<file path="config.mk">
export PLATFORM = sky130hd
export DESIGN_NAME = gpa_autoneg_regs
export DESIGN_NICKNAME = d
export VERILOG_FILES = /design/src/hdl/gpa_pkg.sv /design/src/hdl/gpa_autoneg_regs.sv
export VERILOG_INCLUDE_DIRS = /design/src /design/src/hdl
export SDC_FILE = /design/constraint.sdc
export NUM_CORES = 1
export LEC_CHECK = 0
export ABC_AREA = 1
export BUFFER_PORTS_ARGS = -buffer_cell sky130_fd_sc_hd__buf_2
export CAP_MARGIN = 20
export CORE_UTILIZATION = 40
export CTS_CLUSTER_DIAMETER = 50
export DETAILED_ROUTE_END_ITERATION = 12
export GPL_TIMING_DRIVEN = 1
export HOLD_SLACK_MARGIN = 0.02
export PLACE_DENSITY = 0.8
export SLEW_MARGIN = 20
export SYNTH_ARGS = -nofsm -noshare
export SYNTH_HDL_FRONTEND = slang
export SYNTH_SLANG_ARGS = --single-unit
</file>
<file path="constraint.sdc">
create_clock -name CLK_I -period 2.5 [get_ports CLK_I]
set_input_delay 0.125 -clock CLK_I [delete_from_list [all_inputs] [get_ports CLK_I]]
set_output_delay 0.125 -clock CLK_I [all_outputs]
set_load 0.05 [all_outputs]
</file>
<file path="src/hdl/gpa_map.svh">
`ifndef GPA_MAP_SVH
`define GPA_MAP_SVH
// register indices; the byte address is four times the index
`define GPA_IDX_CTRL      10'h090
`define GPA_IDX_STAT      10'h091
`define GPA_IDX_LOCAL     10'h094
`define GPA_IDX_PARTNER   10'h095
// control and status bit positions
`define GPA_CTRL_RESTART  9
`define GPA_CTRL_AN_EN    12
`define GPA_CTRL_RESET    15
`define GPA_STAT_LINK     2
`define GPA_STAT_AN_ABLE  3
`define GPA_STAT_AN_DONE  5
// byte lane that carries each control bit
`define GPA_LANE_HI       1
`define GPA_LANE_LO       0
// reset values
`define GPA_AN_EN_RST     1'h1
`define GPA_LOCAL_RST     16'h0020
// writable bits of the local ability word (duplex, pause, remote fault)
`define GPA_LOCAL_WMASK   16'h31E0
// bits presented from the received partner word
`define GPA_PART_MASK     16'hB1E0
// acknowledge bit of an ability word
`define GPA_ACK_MASK      16'h4000
// consecutive matching words needed
`define GPA_MATCH_CNT     2'h3
`define GPA_CNT_ONE       2'h1
`define GPA_CNT_ZERO      2'h0
`define GPA_CNT_TWO       2'h2
`define GPA_ZERO16        16'h0000
`define GPA_ZERO32        32'h0000_0000
`define GPA_ALIGN_OK      2'h0
`endif

</file>
<file path="src/hdl/gpa_pkg.sv">
package gpa_pkg;
  // one ability word as it travels on the link
  typedef struct packed {
    logic       more_pages_flag;
    logic       ack;
    logic [1:0] remote_fault_code;
    logic [2:0] rsvd_hi;
    logic [1:0] pause_ability_field;
    logic       half_duplex_advert;
    logic       full_duplex_advert;
    logic [4:0] rsvd_lo;
  } gpa_ability_t;

  // received word with its strobe
  typedef struct packed {
    logic [15:0] word;
    logic        valid;
  } gpa_rx_t;

  // negotiation progress
  typedef enum logic [1:0] {
    AN_DISABLED,
    AN_ABILITY,
    AN_ACK,
    AN_COMPLETE
  } gpa_an_state_t;
endpackage : gpa_pkg
</file>
<file path="src/hdl/gpa_autoneg_regs.sv">
`timescale 1ns/100ps
`include "gpa_map.svh"
`default_nettype none

module gpa_autoneg_regs
  import gpa_pkg::*;
(
  // clock and reset
  input  wire logic         CLK_I,
  input  wire logic         RST_I,
  // apb slave
  input  wire logic         PSEL_I,
  input  wire logic         PENABLE_I,
  input  wire logic         PWRITE_I,
  input  wire logic [11:0]  PADDR_I,
  input  wire logic [31:0]  PWDATA_I,
  input  wire logic [3:0]   PSTRB_I,
  output logic              PREADY_O,
  output logic [31:0]       PRDATA_O,
  output logic              PSLVERR_O,
  // link partner side
  input  wire gpa_rx_t      RX_I,
  input  wire logic         SYNC_I,
  output gpa_ability_t      TX_WORD_O,
  // pcs control
  output logic              PCS_RESET_O,
  output logic              AN_ENABLE_O,
  output logic              LINK_UP_O
);

  // bus decode
  logic [9:0]  addr_idx;
  logic        aligned;
  logic        sel_ctrl;
  logic        sel_stat;
  logic        sel_local;
  logic        sel_part;
  logic        mapped;
  logic        setup;
  logic        wr_en;
  logic [15:0] wmask;

  assign addr_idx  = PADDR_I[11:2];
  assign aligned   = (PADDR_I[1:0] == `GPA_ALIGN_OK);
  assign sel_ctrl  = aligned && (addr_idx == `GPA_IDX_CTRL);
  assign sel_stat  = aligned && (addr_idx == `GPA_IDX_STAT);
  assign sel_local = aligned && (addr_idx == `GPA_IDX_LOCAL);
  assign sel_part  = aligned && (addr_idx == `GPA_IDX_PARTNER);
  assign mapped    = sel_ctrl || sel_stat || sel_local || sel_part;
  assign setup     = PSEL_I && !PENABLE_I;
  assign wr_en     = PSEL_I && PENABLE_I && PWRITE_I && mapped;
  assign wmask     = {{8{PSTRB_I[`GPA_LANE_HI]}}, {8{PSTRB_I[`GPA_LANE_LO]}}};
  // zero wait states: every access phase completes at once
  assign PREADY_O  = 1'h1;

  // control write strobes
  logic ctrl_wr;
  logic restart_pulse;
  logic reset_pulse;

  assign ctrl_wr       = wr_en && sel_ctrl && PSTRB_I[`GPA_LANE_HI];
  assign restart_pulse = ctrl_wr && PWDATA_I[`GPA_CTRL_RESTART];
  assign reset_pulse   = ctrl_wr && PWDATA_I[`GPA_CTRL_RESET];

  // state
  logic          an_en_q;
  logic          soft_rst_q;
  logic [15:0]   local_q;
  logic [15:0]   local_d;
  logic [15:0]   partner_q;
  logic [15:0]   partner_d;
  logic [15:0]   last_q;
  logic [15:0]   last_d;
  logic [1:0]    cnt_q;
  logic [1:0]    cnt_d;
  logic          ack_q;
  logic          ack_d;
  gpa_an_state_t state_q;
  gpa_an_state_t state_d;
  logic          pcs_rst;

  assign pcs_rst = RST_I || soft_rst_q;

  // enable bit, set out of reset
  always_ff @(posedge CLK_I) begin
    if (RST_I) begin
      an_en_q <= `GPA_AN_EN_RST;
    end else if (ctrl_wr) begin
      an_en_q <= PWDATA_I[`GPA_CTRL_AN_EN];
    end
  end

  // one-cycle reset pulse to the pcs
  always_ff @(posedge CLK_I) begin
    if (RST_I) begin
      soft_rst_q <= 1'h0;
    end else begin
      soft_rst_q <= reset_pulse;
    end
  end

  // half duplex bit left as software writes it
  assign local_d = (wr_en && sel_local)
                 ? ((local_q & ~(wmask & `GPA_LOCAL_WMASK))
                    | (PWDATA_I[15:0] & wmask & `GPA_LOCAL_WMASK))
                 : local_q;

  // advertisement register, kept across the soft reset
  always_ff @(posedge CLK_I) begin
    if (RST_I) begin
      local_q <= `GPA_LOCAL_RST;
    end else begin
      local_q <= local_d;
    end
  end

  // received word compare, acknowledge bit ignored
  logic [15:0] rx_cmp;
  logic        rx_match;
  logic [1:0]  cnt_inc;
  logic        rx_take;

  assign rx_cmp   = RX_I.word & ~`GPA_ACK_MASK;
  assign rx_match = (rx_cmp == last_q);
  assign cnt_inc  = (cnt_q == `GPA_MATCH_CNT) ? cnt_q : cnt_q + `GPA_CNT_ONE;
  assign rx_take  = RX_I.valid && SYNC_I;

  // negotiation sequence
  always_comb begin
    state_d   = state_q;
    cnt_d     = cnt_q;
    last_d    = last_q;
    ack_d     = ack_q;
    partner_d = partner_q;
    if (!an_en_q) begin
      state_d = AN_DISABLED;
      cnt_d   = `GPA_CNT_ZERO;
      ack_d   = 1'h0;
    // restart, first enable or lost sync
    end else if (restart_pulse || (state_q == AN_DISABLED) || !SYNC_I) begin
      state_d   = AN_ABILITY;
      cnt_d     = `GPA_CNT_ZERO;
      ack_d     = 1'h0;
      partner_d = `GPA_ZERO16;
    end else if (rx_take) begin
      last_d = rx_cmp;
      cnt_d  = rx_match ? cnt_inc : `GPA_CNT_ONE;
      case (state_q)
        AN_ABILITY: begin
          if (rx_match && (cnt_q == `GPA_CNT_TWO)) begin
            state_d   = AN_ACK;
            ack_d     = 1'h1;
            partner_d = RX_I.word;
            cnt_d     = `GPA_CNT_ZERO;
          end
        end
        AN_ACK: begin
          if (!rx_match) begin
            state_d = AN_ABILITY;
            ack_d   = 1'h0;
            cnt_d   = `GPA_CNT_ONE;
          end else if (!RX_I.word[14]) begin
            cnt_d = cnt_q;
          end else if (cnt_q == `GPA_CNT_TWO) begin
            state_d = AN_COMPLETE;
          end
        end
        AN_COMPLETE: begin
          if (!rx_match) begin
            state_d = AN_ABILITY;
            ack_d   = 1'h0;
            cnt_d   = `GPA_CNT_ONE;
          end
        end
        default: begin
          state_d = AN_ABILITY;
        end
      endcase
    end
  end

  // pcs state cleared by either reset
  always_ff @(posedge CLK_I) begin
    if (pcs_rst) begin
      state_q   <= AN_DISABLED;
      cnt_q     <= `GPA_CNT_ZERO;
      last_q    <= `GPA_ZERO16;
      ack_q     <= 1'h0;
      partner_q <= `GPA_ZERO16;
    end else begin
      state_q   <= state_d;
      cnt_q     <= cnt_d;
      last_q    <= last_d;
      ack_q     <= ack_d;
      partner_q <= partner_d;
    end
  end

  // status and readback words
  logic        an_done;
  logic        link_up;
  logic [15:0] stat_word;
  logic [15:0] ctrl_word;
  logic [15:0] local_word;
  logic [15:0] part_word;

  assign an_done   = (state_q == AN_COMPLETE);
  // link valid only with sync and, if enabled, finished negotiation
  assign link_up   = SYNC_I && (!an_en_q || an_done);
  assign stat_word = (`GPA_ZERO16 | (16'(link_up) << `GPA_STAT_LINK))
                   | (16'h1 << `GPA_STAT_AN_ABLE)
                   | (16'(an_done) << `GPA_STAT_AN_DONE);
  // self-clearing bits read as zero
  assign ctrl_word = 16'(an_en_q) << `GPA_CTRL_AN_EN;
  // acknowledge shown, next page forced low in the local word only
  assign local_word = (local_q & `GPA_LOCAL_WMASK) | (ack_q ? `GPA_ACK_MASK : `GPA_ZERO16);
  assign part_word = (partner_q & `GPA_PART_MASK) | (ack_q ? `GPA_ACK_MASK : `GPA_ZERO16);

  // read selection
  logic [15:0] rd_word;
  always_comb begin
    if (sel_ctrl) begin
      rd_word = ctrl_word;
    end else if (sel_stat) begin
      rd_word = stat_word;
    end else if (sel_local) begin
      rd_word = local_word;
    end else if (sel_part) begin
      rd_word = part_word;
    end else begin
      rd_word = `GPA_ZERO16;
    end
  end

  // read-only words have no write path
  // read data and error captured in the setup cycle
  logic [31:0] prdata_q;
  logic        slverr_q;
  always_ff @(posedge CLK_I) begin
    if (RST_I) begin
      prdata_q <= `GPA_ZERO32;
      slverr_q <= 1'h0;
    end else if (setup) begin
      prdata_q <= {16'h0000, rd_word};
      slverr_q <= !mapped;
    end
  end

  // advertised word to the link, registered
  gpa_ability_t tx_q;
  always_ff @(posedge CLK_I) begin
    if (RST_I) begin
      tx_q <= gpa_ability_t'(`GPA_ZERO16);
    end else begin
      tx_q <= gpa_ability_t'(local_word);
    end
  end

  // outputs
  assign PRDATA_O    = prdata_q;
  assign PSLVERR_O   = slverr_q;
  assign TX_WORD_O   = tx_q;
  assign PCS_RESET_O = soft_rst_q;
  assign AN_ENABLE_O = an_en_q;
  assign LINK_UP_O   = link_up;
endmodule : gpa_autoneg_regs

`default_nettype wire

</file>
==> report_table.html <==
<table>
<tr><th>Metric</th><th>Value</th></tr>
<tr><th colspan="2">Clock network</th></tr>
<tr><td>Clock-pin slew reported for the worst setup and hold paths after clock tree synthesis</td><td>approximately 90 ps</td></tr>
<tr><td>Clock tree from TritonCTS</td><td>yes</td></tr>
<tr><td>Number of post-CTS setup repair buffers</td><td>0</td></tr>
<tr><td>Clock latency on the worst-skew pair</td><td>310 ps</td></tr>
<tr><td>Sink Count</td><td>between 50 and 60</td></tr>
<tr><td>Clock root buffer master</td><td>sky130_fd_sc_hd__clkbuf_8</td></tr>
<tr><td>Cts-stage hold buffer count</td><td>0</td></tr>
<tr><td>TritonCTS buffer count</td><td>5</td></tr>
<tr><td>Cts repair resizes</td><td>0</td></tr>
<tr><td>CTS H-Tree Depth</td><td>2</td></tr>
<tr><td>Clock buffer depth</td><td>2</td></tr>
<tr><th colspan="2">Logic synthesis</th></tr>
<tr><td>Gate Count Post-Synth</td><td>428</td></tr>
<tr><td>Post-synth top area share</td><td>0.351</td></tr>
<tr><td>Post-Synthesis Mean Instance Area</td><td>between 7 and 8 um2</td></tr>
<tr><td>Area leader, netlist</td><td>sky130_fd_sc_hd__dfxtp_1</td></tr>
<tr><td>Total of warnings raised by yosys</td><td>0</td></tr>
<tr><td>Leading post-synthesis cells by cell area</td><td>sky130_fd_sc_hd__dfxtp_1, sky130_fd_sc_hd__nand2_1, sky130_fd_sc_hd__buf_4</td></tr>
<tr><td>Sequential fraction of the synthesis area</td><td>0.351</td></tr>
<tr><td>Most frequent cells after synthesis</td><td>sky130_fd_sc_hd__nand2_1, sky130_fd_sc_hd__inv_1, sky130_fd_sc_hd__dfxtp_1, sky130_fd_sc_hd__nor2_1, sky130_fd_sc_hd__nand3_1</td></tr>
<tr><td>Number of synthesized flops with an enable pin</td><td>0</td></tr>
<tr><td>Most numerous cell in the Yosys netlist</td><td>sky130_fd_sc_hd__nand2_1</td></tr>
<tr><td>Flops &amp; latches, synth</td><td>between 50 and 60</td></tr>
<tr><td>Async set or reset register ratio after synthesis</td><td>0</td></tr>
<tr><td>Post-Synthesis Cell Area</td><td>~3000 um2</td></tr>
<tr><td>Synth cell types</td><td>34</td></tr>
<tr><td>Ys flop type</td><td>sky130_fd_sc_hd__dfxtp_1</td></tr>
<tr><th colspan="2">Placed design</th></tr>
<tr><td>Port Buffer Count</td><td>65</td></tr>
<tr><td>Half-perimeter wire length of the detailed placement result</td><td>approximately 5000 um</td></tr>
<tr><td>Number of instances in the placed design</td><td>between 500 and 600</td></tr>
<tr><td>Routability cong.</td><td>~0.86</td></tr>
<tr><th colspan="2">Cells and area</th></tr>
<tr><td>Share of layout cells above drive strength 1</td><td>0.242</td></tr>
<tr><td>Net count, final</td><td>~570</td></tr>
<tr><td>Syn-to-layout area delta</td><td>12.1%</td></tr>
<tr><td>Utilization of the core after routing</td><td>0.464</td></tr>
<tr><td>Filler Cell Count</td><td>766</td></tr>
<tr><td>Antenna diode instance count</td><td>0</td></tr>
<tr><td>Non-filler instance count after layout</td><td>slightly below 600</td></tr>
<tr><th colspan="2">Floorplanning</th></tr>
<tr><td>Area enclosed by the die boundary</td><td>7900 um2</td></tr>
<tr><td>Std-Cell Rows</td><td>31</td></tr>
<tr><td>Top-Level Pins</td><td>124</td></tr>
<tr><td>Effective utilization at floorplan</td><td>0.414</td></tr>
<tr><td>X dimension of the die</td><td>slightly below 90 um</td></tr>
<tr><td>Core footprint</td><td>about 7300 um2</td></tr>
<tr><td>Vertical extent of the die</td><td>between 80 and 90 um</td></tr>
<tr><th colspan="2">STA</th></tr>
<tr><td>Worst-Margin Slew</td><td>between 500 and 600 ps</td></tr>
<tr><td>Slew Limit Headroom</td><td>0.603</td></tr>
<tr><td>Period utilisation layout</td><td>0.770</td></tr>
<tr><td>Worst Clk Skew</td><td>4.50 ps</td></tr>
<tr><td>Final worst path period need</td><td>around 1900 ps</td></tr>
<tr><td>Highest achievable clock rate</td><td>between 500 and 600 MHz</td></tr>
<tr><td>Worst hold slack</td><td>24.8 ps</td></tr>
<tr><td>Final Setup Violations</td><td>0</td></tr>
<tr><td>Final max-slew violation count</td><td>0</td></tr>
<tr><td>Unrepaired setup endpoints after global routing</td><td>false</td></tr>
<tr><td>Total negative slack for setup checks</td><td>0 ps</td></tr>
<tr><td>Final hold viol count</td><td>0</td></tr>
<tr><th colspan="2">Drt</th></tr>
<tr><td>Total number of vias</td><td>between 2k and 3k</td></tr>
<tr><td>WL/cell</td><td>10.9 um</td></tr>
<tr><td>Detail Route Antenna Nets</td><td>0</td></tr>
<tr><td>Post-DR vias/cell</td><td>4.67</td></tr>
<tr><td>Total iterations of the first detailed-routing run</td><td>5</td></tr>
<tr><td>Remaining routing DRC violations</td><td>0</td></tr>
<tr><td>Wire length after detailed routing</td><td>approximately 6400 um</td></tr>
<tr><td>Count of routing violations after the opening detailed-route iteration</td><td>approximately 140</td></tr>
<tr><th colspan="2">Critical path</th></tr>
<tr><td>Arrival time reported for the critical path endpoint</td><td>2150 ps</td></tr>
<tr><td>Largest delay share family, worst path</td><td>simple AND/OR/NAND/NOR gates</td></tr>
<tr><td>Max stage delay on crit path</td><td>about 420 ps</td></tr>
<tr><td>Cell type of the slowest stage on the worst timing path</td><td>sky130_fd_sc_hd__dfxtp_1</td></tr>
<tr><td>Cell-by-cell trace of the critical path</td><td>inv_1 &gt; ha_1 &gt; nor2_1 &gt; nand2_2 &gt; nor2_4 &gt; nand3_1 &gt; a21oi_1</td></tr>
<tr><td>Number of buffer and inverter stages on the critical path</td><td>1</td></tr>
<tr><td>Startpoint types</td><td>register</td></tr>
<tr><td>Req. time, crit path</td><td>roughly 2700 ps</td></tr>
<tr><td>Critical path peak fanout</td><td>15</td></tr>
<tr><td>Endpoint kind of the worst setup timing path</td><td>register</td></tr>
<tr><td>R2r setup slk</td><td>just under 600 ps</td></tr>
<tr><td>Crit Path Category</td><td>register to register</td></tr>
<tr><th colspan="2">Flow run</th></tr>
<tr><td>Max-capacitance violation count</td><td>0</td></tr>
<tr><th colspan="2">Global routing</th></tr>
<tr><td>Largest net degree at the start of global routing</td><td>25</td></tr>
<tr><td>Remaining Overflow, GRT</td><td>0</td></tr>
<tr><td>Global-route total usage across every layer</td><td>0.168</td></tr>
<tr><td>Initial antenna violation count</td><td>0</td></tr>
<tr><td>Wire length of the first global-routing pass</td><td>between 10000 and 15000 um</td></tr>
<tr><td>Via count of the first global-routing pass</td><td>2520</td></tr>
<tr><th colspan="2">Power</th></tr>
<tr><td>Largest vdd supply drop</td><td>about 0.24 mV</td></tr>
<tr><td>Final Power</td><td>around 1.6 mW</td></tr>
<tr><td>Static power due to leakage</td><td>~1.6 nW</td></tr>
<tr><td>Power density of the placed cells</td><td>around 480 nW/um2</td></tr>
<tr><th colspan="2">Hold path</th></tr>
<tr><td>Classification of the worst-slack hold path</td><td>input port to register</td></tr>
<tr><th colspan="2">Status</th></tr>
<tr><td>Status</td><td>finished, final reports clean</td></tr>
</table>
metal layers:
layer,vias up,global-route usage,share of wire
li1,1404,-,-
met3,8,0.0326,0.058
met5,-,0,0
met1,1259,0.189,0.44
met2,82,0.320,0.49
met4,0,0.0469,0.0095
power breakdown:
part	leakage [nW]	internal [mW]	switching, mW
registers	0.428	0.853	0.00730
logic	1.10	0.0645	0.222
clock network	0.0433	0.219	0.269
total	1.57	1.14	0.498
cell families (layout without fill, tap and decap cells):
family                   Yosys count  after routing  synth area share
AND/OR/NAND/NOR                  210            210             0.337
buffers and inverters             99            132             0.171
AO/OA/AOI/OAI                     58             58             0.115
flip-flops                        53             53             0.351
adder cells (fa/ha/maj)            5              5            0.0207
other                              2             32           0.00249
XOR/XNOR                           1              1           0.00290
worst register-to-register path, stage by stage (launching register included):
cell and delay, ps:
sky130_fd_sc_hd__dfxtp_1 420, sky130_fd_sc_hd__inv_1 90, sky130_fd_sc_hd__ha_1 230, sky130_fd_sc_hd__nor2_1 370
sky130_fd_sc_hd__nand2_2 140, sky130_fd_sc_hd__nor2_4 310, sky130_fd_sc_hd__nand3_1 110, sky130_fd_sc_hd__a21oi_1 180
cell type report:
type | instances | area, um2 | share of cell area
repair buffers | 66 | 333 | 0.0983
multi-input cells | 306 | 1560 | 0.460
clock buffers | 6 | 82.6 | 0.0244
clock inverters | 1 | 7.51 | 0.00222
well taps | 99 | 124 | 0.0366
inverters | 59 | 221 | 0.0654
flip-flops and latches | 53 | 1060 | 0.313
placed cells by master, fill, tap and decap left out:
cell type | Yosys | routed
sky130_fd_sc_hd__o21ai_2 | 1 | 1
sky130_fd_sc_hd__nand2_2 | 12 | 12
sky130_fd_sc_hd__nor2_8 | 1 | 1
sky130_fd_sc_hd__a32oi_1 | 2 | 2
sky130_fd_sc_hd__a21oi_2 | 10 | 10
sky130_fd_sc_hd__nand3_4 | 1 | 1
sky130_fd_sc_hd__inv_1 | 56 | 56
sky130_fd_sc_hd__nor2_1 | 46 | 46
sky130_fd_sc_hd__ha_1 | 5 | 5
sky130_fd_sc_hd__a21oi_1 | 30 | 30
sky130_fd_sc_hd__nor3_1 | 1 | 1
sky130_fd_sc_hd__a22oi_1 | 1 | 1
sky130_fd_sc_hd__nand3_2 | 3 | 3
sky130_fd_sc_hd__nand2_4 | 1 | 1
sky130_fd_sc_hd__nand3_1 | 34 | 34
sky130_fd_sc_hd__dfxtp_1 | 53 | 53
sky130_fd_sc_hd__nand4_4 | 2 | 2
sky130_fd_sc_hd__a31oi_1 | 2 | 2
sky130_fd_sc_hd__nand4_1 | 5 | 5
sky130_fd_sc_hd__o211ai_1 | 1 | 1
sky130_fd_sc_hd__inv_2 | 2 | 2
sky130_fd_sc_hd__conb_1 | 2 | 32
sky130_fd_sc_hd__buf_4 | 32 | 1
sky130_fd_sc_hd__nor2_2 | 9 | 9
sky130_fd_sc_hd__nor3_2 | 1 | 1
sky130_fd_sc_hd__nand2_1 | 91 | 91
sky130_fd_sc_hd__clkbuf_8 | 0 | 6
sky130_fd_sc_hd__xnor2_1 | 1 | 1
sky130_fd_sc_hd__nor2_4 | 3 | 3
sky130_fd_sc_hd__clkinvlp_4 | 0 | 1
sky130_fd_sc_hd__clkinv_1 | 1 | 1
sky130_fd_sc_hd__buf_2 | 0 | 65
sky130_fd_sc_hd__o21ai_0 | 11 | 11
path summary, 6_finish.rpt:
path                                  start           end  cells past startpoint
worst max-delay path             state_q[0]    last_q[10]                      7
worst min-delay path            PWDATA_I[5]      register                      3
worst max register to register   state_q[0]    last_q[10]                      7
worst min register to register     register  TX_WORD_O[6]                      2
metrics by stage:
step                cell area [um2]  worst slack [ps]
global route                   3380               381
floorplan                      3130               736
finish                         3380               576
detailed placement             3290               589
global placement               3290               676
CTS                            3380               565
Note: power is estimated with default switching activity, not from simulation.
